## src/rtl/acmp_defs.svh

```systemverilog
// register offsets, field positions, reset values and timing counts of the comparator block
`ifndef ACMP_DEFS_SVH
`define ACMP_DEFS_SVH

////////////////////////////////////////////////////////////////////////////////
// register byte offsets on the avalon bus
`define ACMP_OFS_SFC 8'h00
`define ACMP_OFS_CSR 8'h04
`define ACMP_OFS_STS 8'h08
`define ACMP_OFS_MSK 8'h0C

////////////////////////////////////////////////////////////////////////////////
// shared function control fields
`define ACMP_SFC_MUX_EN 3
`define ACMP_SFC_RSVD 4

// comparator control and status fields
`define ACMP_CSR_PWR_OFF 7
`define ACMP_CSR_BG_SEL 6
`define ACMP_CSR_OUT 5
`define ACMP_CSR_FLAG 4
`define ACMP_CSR_IE 3
`define ACMP_CSR_CAP_EN 2
`define ACMP_CSR_MODE_HI 1
`define ACMP_CSR_MODE_LO 0

// interrupt status and mask fields
`define ACMP_STS_EVENT 0
`define ACMP_STS_TOGGLE 1
`define ACMP_STS_W 2

////////////////////////////////////////////////////////////////////////////////
// reset values
`define ACMP_SFC_RST 8'h00
`define ACMP_MODE_RST 2'h0
`define ACMP_STS_RST 2'h0
`define ACMP_MSK_RST 2'h0

// synchroniser depth, giving one to two cycles of latency
`define ACMP_SYNC_STAGES 2

`endif

```

## src/rtl/acmp_pkg.sv

```systemverilog
// types shared by the comparator control block
package acmp_pkg;

  typedef enum logic [1:0] {
    EV_TOGGLE = 2'h0,
    EV_RESERVED = 2'h1,
    EV_FALL = 2'h2,
    EV_RISE = 2'h3
  } evt_mode_t;

endpackage

```

## src/rtl/comparator_front.sv

```systemverilog
// input selection and the comparison itself, modelled on sampled level codes
module comparator_front #(
  parameter int VW = 10,
  parameter int NCH = 8
) (
  // selected levels
  input wire logic [VW-1:0] positive_input_pin,
  input wire logic [VW-1:0] negative_input_pin,
  input wire logic [NCH*VW-1:0] converter_input_pins,
  input wire logic [VW-1:0] bandgap_level,
  // selection and power controls
  input wire logic bandgap_positive_select,
  input wire logic negative_input_mux_enable,
  input wire logic converter_enable,
  input wire logic [2:0] channel_select,
  input wire logic comparator_power_off,
  // result
  output logic raw_result,
  output logic neg_from_converter
);

  logic [VW-1:0] pin_arr [NCH];
  logic [VW-1:0] pos_level;
  logic [VW-1:0] neg_level;

  for (genvar g = 0; g < NCH; g++) begin : g_pins
    assign pin_arr[g] = converter_input_pins[g*VW +: VW];
  end

  // the converter owns its multiplexer while it runs, so only an idle converter lends it
  assign neg_from_converter = negative_input_mux_enable & ~converter_enable;
  assign neg_level = neg_from_converter ? pin_arr[channel_select] : negative_input_pin;
  assign pos_level = bandgap_positive_select ? bandgap_level : positive_input_pin;
  // an unpowered comparator reads as low
  assign raw_result = ~comparator_power_off & (pos_level > neg_level);

endmodule

```

## src/rtl/comparator_sync.sv

```systemverilog
// two-stage synchroniser for the comparator result
module comparator_sync (
  // clock and reset
  input wire logic clk,
  input wire logic rstn,
  // level in and out
  input wire logic d,
  output logic q
);

  logic meta_q;
  logic sync_q;

  always_ff @(posedge clk or negedge rstn) begin
    if (!rstn) begin
      meta_q <= 1'b0;
      sync_q <= 1'b0;
    end else begin
      meta_q <= d;
      sync_q <= meta_q;
    end
  end

  assign q = sync_q;

endmodule

```

## src/rtl/analog_comparator_control.sv

```systemverilog
// comparator control: input selection, synchronised output, event flag, avalon registers
`include "acmp_defs.svh"

////////////////////////////////////////////////////////////////////////////////
// Behaviour
// - result high when positive exceeds negative
// - result synchronised, one to two cycles late
// - output status bit five, read only
// - idle converter lends pins 0-7 to negative
// - otherwise dedicated negative pin is used
// - mux enable at bit three, resets zero
// - bit six selects bandgap for positive input
// - bit seven powers comparator off
// - matching output transition sets event flag
// - vector or written one clears flag
// - request needs flag, enable and global enable
// - mode 00 toggle, 10 fall, 11 rise
// - bit two routes output to capture
// - converter enable blocks negative multiplexing
module analog_comparator_control #(
  parameter int VW = 10,
  parameter int NCH = 8
) (
  // clock and reset
  input wire logic clk,
  input wire logic rstn,
  // avalon-mm slave
  input wire logic [7:0] address,
  input wire logic read,
  input wire logic write,
  input wire logic [31:0] writedata,
  input wire logic [3:0] byteenable,
  output logic [31:0] readdata,
  output logic waitrequest,
  // input levels as sampled codes
  input wire logic [VW-1:0] positive_input_pin,
  input wire logic [VW-1:0] negative_input_pin,
  input wire logic [NCH*VW-1:0] converter_input_pins,
  input wire logic [VW-1:0] bandgap_level,
  // converter state
  input wire logic converter_enable,
  input wire logic [2:0] channel_select,
  // cpu interrupt side
  input wire logic cpu_global_ie,
  input wire logic vector_ack,
  output logic comparator_irq_req,
  output logic irq,
  // timer capture and power
  output logic capture_input,
  output logic comparator_power_off
);

  ////////////////////////////////////////////////////////////////////////////////
  // register state

  logic wait_q;
  logic [31:0] rdata_q;
  logic [7:0] sfc_q;
  logic pwr_off_q;
  logic bg_sel_q;
  logic flag_q;
  logic flag_d;
  logic ie_q;
  logic cap_en_q;
  acmp_pkg::evt_mode_t mode_q;
  logic [`ACMP_STS_W-1:0] sts_q;
  logic [`ACMP_STS_W-1:0] sts_d;
  logic [`ACMP_STS_W-1:0] msk_q;
  logic prev_q;
  logic req_q;
  logic irq_q;
  logic cap_q;

  ////////////////////////////////////////////////////////////////////////////////
  // bus decode

  wire logic req = read | write;
  wire logic take = req & wait_q;
  wire logic wr_acc = write & ~wait_q & byteenable[0];
  wire logic rd_acc = read & ~wait_q;
  wire logic sel_sfc = address == `ACMP_OFS_SFC;
  wire logic sel_csr = address == `ACMP_OFS_CSR;
  wire logic sel_sts = address == `ACMP_OFS_STS;
  wire logic sel_msk = address == `ACMP_OFS_MSK;
  wire logic wr_sfc = wr_acc & sel_sfc;
  wire logic wr_csr = wr_acc & sel_csr;
  wire logic wr_msk = wr_acc & sel_msk;
  wire logic rd_sts = rd_acc & sel_sts;
  wire logic [7:0] wd = writedata[7:0];

  ////////////////////////////////////////////////////////////////////////////////
  // analog front and synchroniser

  logic raw_result;
  logic sync_out;
  logic neg_from_converter;

  comparator_front #(
    .VW(VW),
    .NCH(NCH)
  ) u_front (
    .positive_input_pin(positive_input_pin),
    .negative_input_pin(negative_input_pin),
    .converter_input_pins(converter_input_pins),
    .bandgap_level(bandgap_level),
    .bandgap_positive_select(bg_sel_q),
    .negative_input_mux_enable(sfc_q[`ACMP_SFC_MUX_EN]),
    .converter_enable(converter_enable),
    .channel_select(channel_select),
    .comparator_power_off(pwr_off_q),
    .raw_result(raw_result),
    .neg_from_converter(neg_from_converter)
  );

  comparator_sync u_sync (
    .clk(clk),
    .rstn(rstn),
    .d(raw_result),
    .q(sync_out)
  );

  ////////////////////////////////////////////////////////////////////////////////
  // edge detection and event selection

  wire logic rise = sync_out & ~prev_q;
  wire logic fall = ~sync_out & prev_q;
  wire logic toggle = rise | fall;
  wire logic hit_toggle = (mode_q == acmp_pkg::EV_TOGGLE) & toggle;
  wire logic hit_fall = (mode_q == acmp_pkg::EV_FALL) & fall;
  wire logic hit_rise = (mode_q == acmp_pkg::EV_RISE) & rise;
  // the reserved code matches nothing
  wire logic event_hit = hit_toggle | hit_fall | hit_rise;
  wire logic flag_clr = vector_ack | (wr_csr & wd[`ACMP_CSR_FLAG]);

  // a new event wins over a clear in the same cycle
  assign flag_d = event_hit | (flag_q & ~flag_clr);

  // only bits already returned by the read are cleared, so later events survive
  wire logic [`ACMP_STS_W-1:0] sts_set = {toggle, event_hit};
  wire logic [`ACMP_STS_W-1:0] sts_clr = rd_sts ? rdata_q[`ACMP_STS_W-1:0] : `ACMP_STS_RST;
  assign sts_d = sts_set | (sts_q & ~sts_clr);

  ////////////////////////////////////////////////////////////////////////////////
  // read mux

  wire logic [7:0] csr_rd = {pwr_off_q, bg_sel_q, sync_out, flag_q, ie_q, cap_en_q, mode_q};
  wire logic [7:0] sfc_rd = sfc_q & ~(8'h01 << `ACMP_SFC_RSVD);
  wire logic [7:0] sts_rd = {6'h00, sts_q};
  wire logic [7:0] msk_rd = {6'h00, msk_q};
  wire logic [7:0] rd_mux = sel_sfc ? sfc_rd :
                            sel_csr ? csr_rd :
                            sel_sts ? sts_rd :
                            sel_msk ? msk_rd : 8'h00;

  ////////////////////////////////////////////////////////////////////////////////
  // bus handshake: one wait cycle, data ready at the accepting edge

  always_ff @(posedge clk or negedge rstn) begin
    if (!rstn) begin
      wait_q <= 1'b1;
    end else begin
      wait_q <= ~take;
    end
  end

  always_ff @(posedge clk or negedge rstn) begin
    if (!rstn) begin
      rdata_q <= 32'h00000000;
    end else if (take && read) begin
      rdata_q <= {24'h000000, rd_mux};
    end
  end

  ////////////////////////////////////////////////////////////////////////////////
  // software registers

  always_ff @(posedge clk or negedge rstn) begin
    if (!rstn) begin
      sfc_q <= `ACMP_SFC_RST;
    end else if (wr_sfc) begin
      sfc_q <= wd & ~(8'h01 << `ACMP_SFC_RSVD);
    end
  end

  always_ff @(posedge clk or negedge rstn) begin
    if (!rstn) begin
      pwr_off_q <= 1'b0;
      bg_sel_q <= 1'b0;
      ie_q <= 1'b0;
      cap_en_q <= 1'b0;
      mode_q <= acmp_pkg::EV_TOGGLE;
    end else if (wr_csr) begin
      pwr_off_q <= wd[`ACMP_CSR_PWR_OFF];
      bg_sel_q <= wd[`ACMP_CSR_BG_SEL];
      ie_q <= wd[`ACMP_CSR_IE];
      cap_en_q <= wd[`ACMP_CSR_CAP_EN];
      mode_q <= acmp_pkg::evt_mode_t'(wd[`ACMP_CSR_MODE_HI:`ACMP_CSR_MODE_LO]);
    end
  end

  always_ff @(posedge clk or negedge rstn) begin
    if (!rstn) begin
      msk_q <= `ACMP_MSK_RST;
    end else if (wr_msk) begin
      msk_q <= wd[`ACMP_STS_W-1:0];
    end
  end

  ////////////////////////////////////////////////////////////////////////////////
  // event state and outputs

  always_ff @(posedge clk or negedge rstn) begin
    if (!rstn) begin
      prev_q <= 1'b0;
      flag_q <= 1'b0;
      sts_q <= `ACMP_STS_RST;
    end else begin
      prev_q <= sync_out;
      flag_q <= flag_d;
      sts_q <= sts_d;
    end
  end

  always_ff @(posedge clk or negedge rstn) begin
    if (!rstn) begin
      req_q <= 1'b0;
      irq_q <= 1'b0;
      cap_q <= 1'b0;
    end else begin
      req_q <= flag_q & ie_q & cpu_global_ie;
      irq_q <= |(sts_q & msk_q);
      // no path at all to the capture unit while routing is off
      cap_q <= cap_en_q & sync_out;
    end
  end

  assign readdata = rdata_q;
  assign waitrequest = wait_q;
  assign comparator_irq_req = req_q;
  assign irq = irq_q;
  assign capture_input = cap_q;
  assign comparator_power_off = pwr_off_q;
endmodule

```

## config.mk

```make
export PLATFORM = sky130hd
export DESIGN_NAME = analog_comparator_control
export DESIGN_NICKNAME = d
export VERILOG_FILES = /design/src/rtl/acmp_pkg.sv /design/src/rtl/comparator_front.sv /design/src/rtl/comparator_sync.sv /design/src/rtl/analog_comparator_control.sv
export VERILOG_INCLUDE_DIRS = /design/src /design/src/rtl
export SDC_FILE = /design/constraint.sdc
export NUM_CORES = 1
export LEC_CHECK = 0
export BUFFER_PORTS_ARGS = -buffer_cell sky130_fd_sc_hd__buf_2
export CORE_ASPECT_RATIO = 0.7
export CORE_MARGIN = 2
export CORE_UTILIZATION = 44
export DETAILED_ROUTE_END_ITERATION = 12
export HOLD_SLACK_MARGIN = 0.03
export PLACE_DENSITY = 0.89
export SKIP_LAST_GASP = 1
export SLEW_MARGIN = 40
export SYNTH_ARGS = -nofsm -noshare
export SYNTH_HDL_FRONTEND = slang
export SYNTH_HIERARCHICAL = 1
export SYNTH_SLANG_ARGS = --single-unit
```

## constraint.sdc

```tcl
create_clock -name clk -period 5.2 [get_ports clk]
set_input_delay 0.52 -clock clk [delete_from_list [all_inputs] [get_ports clk]]
set_output_delay 0.52 -clock clk [all_outputs]
set_load 0.03 [all_outputs]
```

==> metrics <==
clock insertion delay at the later pin of the skew report=between 0.2 and 0.3 ns; setup tns final=0 ns; global-route wire length before repair=between 10000 and 15000 um; number of ports placed on the die boundary=201; max-slew violations=0; combinational fraction of design power=between 20% and 30%; Placement Rows=23; worst path arrival time=around 3.1 ns; floorplan die area=about 7000 um2; TritonCTS clock tree=done; synthesized area per cell=approximately 12 um2; count of flip-flops with a built-in enable after synthesis=0; maximum root-to-sink buffer count=2; number of H-tree levels=2; Core Box Area=5840 um2; fraction of power consumed by the clock network=between 20% and 30%; Critical Path Start Type=input port; Post-DP HPWL=about 6500 um; final total power=642 uW; class of the most critical setup path=input port to flip-flop; Crit path largest cell delay=0.68 ns; Worst-path clk slew=approximately 0.07 ns; buffers inserted during post-CTS setup optimization=0; Net Sw Frac=between 20 and 30%; remaining global-route overflow=0; busiest grt layer=met2; Data required, critical path=5.35 ns; detailed-route DRC error count=0; cell with the largest stage delay on the worst path=sky130_fd_sc_hd__mux4_1; met3 usage in global routing=under 10%; ratio of final minimum period to clock period=a little under three fifths; maximum number of pins on one net before global-route repair=34; Die Ht=roughly 70 um; number of cells on the worst reg-to-reg path=6; Int Power=roughly 450 uW; effective utilization at floorplan=~46%; via count=between 2000 and 2500; Static Leakage=0.00180 uW; dominant cell by count in the synthesized netlist=sky130_fd_sc_hd__dfrtp_1; flip-flop and latch count after synthesis=33; switching power total=190 uW; Final #Nets=545; GR Util met2=approximately 39%; largest area contributor in the synthesized netlist=sky130_fd_sc_hd__dfrtp_1; clock skew after layout=0.00665 ns; synthesis-to-finish area growth=28.1%; Peak VDD IR=~0.087 mV; final weighted congestion of routability-driven global placement=between 0.8 and 0.9; Power per Cell Area=185 nW/um2; most common library cells after synthesis=32 x sky130_fd_sc_hd__dfrtp_1, 25 x sky130_fd_sc_hd__buf_4, 24 x sky130_fd_sc_hd__mux2_2, 20 x sky130_fd_sc_hd__nand2_1, 16 x sky130_fd_sc_hd__mux2i_1; total of cells resized after clock tree synthesis=0; fraction of the yosys area taken by sequential cells=between 30% and 40%; number of cells on the critical path=10; maximum fanout along the worst path=18; initial drt markers=86; x dimension of the die=slightly below 100 um; number of CTS-inserted buffers=5; list of cells traversed by the critical path=buf_2, mux4_1, mux2i_1, nand2_1, o21ai_2, ha_1, and3_1, a221o_1, a221oi_1, a311oi_1; Cell Area, Synth=~2700 um2; kind of cell with the highest combined delay on the critical path=multiplexers; critical path buffer and inverter count=1; final hold viol count=0; relative slew slack=between 50% and 60%; antenna cells=0; slew at the pin closest to its max-slew limit=roughly 0.71 ns; distinct cell type count of the synthesized netlist=38; fraction of final layout cells with drive strength greater than 1=a little under three fifths; share of total power in sequential cells=42.5%; portion of synthesized cell area occupied by the leading cell type=29.6%; warning count from the yosys run=6; final wirelength=7670 um; number of max-capacitance violations reported=0; worst min-delay path category=input port to async pin; GR met1 Demand/Resource=a little over a quarter; kind of end point of the critical path=flip-flop; time the final worst path needs with I/O delays and setup=between 2 and 3 ns; number of clock sinks=33; synthesized instance count=223; RSZ-0062 raised after global routing=false; total track usage=~22%; main flop type after synthesis=sky130_fd_sc_hd__dfrtp_1; number of global-route vias before repair=around 2600; routed vias/inst=between 5 and 6; antenna-violating nets left=0; highest attainable clock frequency=approximately 330 MHz; port bufs=149; run status=completed; Routed WL per cell=17.2 um; post-synthesis async set-or-reset flop share=100%; length of the first detailed-routing pass in iterations=6; Setup violations, final=0; number of antenna violations at the first check in global routing=1; biggest area contributors in the synthesized netlist=sky130_fd_sc_hd__dfrtp_1 30%, sky130_fd_sc_hd__mux4_2 12%, sky130_fd_sc_hd__mux2_2 10%, sky130_fd_sc_hd__mux4_1 7.8%, sky130_fd_sc_hd__buf_4 6.9%; final-layout fill cell count=about 500; post-cts hold buffer count=0; master cell of the clock root buffer=sky130_fd_sc_hd__clkbuf_8
## routing by layer
metal  up-vias  routed length, um
li1       1107                  -
met1      1139               3130
met2       105               3920
met3        12                526
met4         0                 92
met5         -                  0
## final timing paths
| kind | start | endpoint | slack, ns |
|---|---|---|---|
| max in group asynchronous | rstn | bg_sel_q$_DFFE_PN0P_ | 4.45 |
| min in group clk | u_sync/meta_q$_DFF_PN0_ | u_sync/q$_DFF_PN0_ | 0.40 |
| min | rstn | sfc_q[1]$_DFFE_PN0P_ | 0.29 |
| min reg2reg | u_sync/meta_q$_DFF_PN0_ | u_sync/q$_DFF_PN0_ | 0.40 |
| max | channel_select[0] | u_sync/meta_q$_DFF_PN0_ | 2.21 |
| max reg2reg | bg_sel_q$_DFFE_PN0P_ | u_sync/meta_q$_DFF_PN0_ | 2.81 |
## layout make-up
class,instances,area [um2],share of cell area (%)
inverters,4,15.0,0.433
repair buffers,150,753,21.7
flip-flops and latches,33,827,23.9
multi-input cells,175,1700,49.0
clock buffers,8,80.1,2.31
well taps,75,93.8,2.71
## through the flow
stage          utilization, %  worst slack, ns  hold WS (ns)  cells  instance area (um2)
2_1_floorplan               -             2.45         0.224    246                 2790
3_3_place_gp             58.0             2.00         0.381    437                 3390
3_5_place_dp             58.0             1.95         0.364    437                 3390
4_1_cts                  59.3             2.26         0.315    445                 3470
5_1_grt                  59.3             2.10         0.342    445                 3470
6_report                 59.3             2.21         0.289    445                 3470
## layout by cell type (no fill, tap or decap), types with 2 or more instances in the layout
master,instances
sky130_fd_sc_hd__buf_2,149
sky130_fd_sc_hd__dfrtp_1,32
sky130_fd_sc_hd__mux2_2,24
sky130_fd_sc_hd__conb_1,24
sky130_fd_sc_hd__nand2_1,20
sky130_fd_sc_hd__mux2i_1,16
sky130_fd_sc_hd__mux4_2,14
sky130_fd_sc_hd__ha_1,12
sky130_fd_sc_hd__mux4_1,8
sky130_fd_sc_hd__o21ai_2,8
sky130_fd_sc_hd__o31ai_1,6
sky130_fd_sc_hd__o21ai_0,6
sky130_fd_sc_hd__nand4_1,5
sky130_fd_sc_hd__clkbuf_8,5
sky130_fd_sc_hd__inv_1,4
sky130_fd_sc_hd__nor2b_1,3
sky130_fd_sc_hd__nand3_1,3
sky130_fd_sc_hd__a21o_1,3
sky130_fd_sc_hd__and3_1,3
sky130_fd_sc_hd__clkbuf_1,3
sky130_fd_sc_hd__a21oi_1,3
sky130_fd_sc_hd__nor2_1,2
sky130_fd_sc_hd__nor4bb_1,2
sky130_fd_sc_hd__nand3_2,2
## worst reg2reg max path, delay by kind of cell (launching register included)
family | cells | cell delay [ns]
mux | 1 | 0.41
flops | 1 | 0.62
simple gates | 1 | 0.20
compound gates | 3 | 0.74
fa+ha+maj | 1 | 0.31
## logic make-up after synthesis
family | count (synthesis) | share of synthesized area [%]
other | 1 | 0.139
AND/OR/NAND/NOR | 45 | 9.71
multiplexers | 62 | 35.3
AO/OA/AOI/OAI | 32 | 8.78
buffers and inverters | 38 | 9.94
flip-flops | 33 | 30.6
adder cells (fa/ha/maj) | 12 | 5.55
## power by group through the flow
stage	registers, uW	logic [uW]	clock network, uW
finish	273	186	183
detailed placement	277	185	0
floorplan	278	121	0
CTS	273	185	188
global placement	277	175	0
global route	274	201	204
## registers in the layout, indices dropped and copies added (netlist names)
register,count
bg_sel_q,1
cap_en_q,1
capture_input,1
comparator_irq_req,1
comparator_power_off,1
flag_q,1
ie_q,1
irq,1
mode_q,2
msk_q,2
prev_q,1
readdata,8
sfc_q,7
sts_q,2
u_sync/meta_q,1
u_sync/q,1
waitrequest,1
Note: power is estimated with default switching activity, not from simulation.
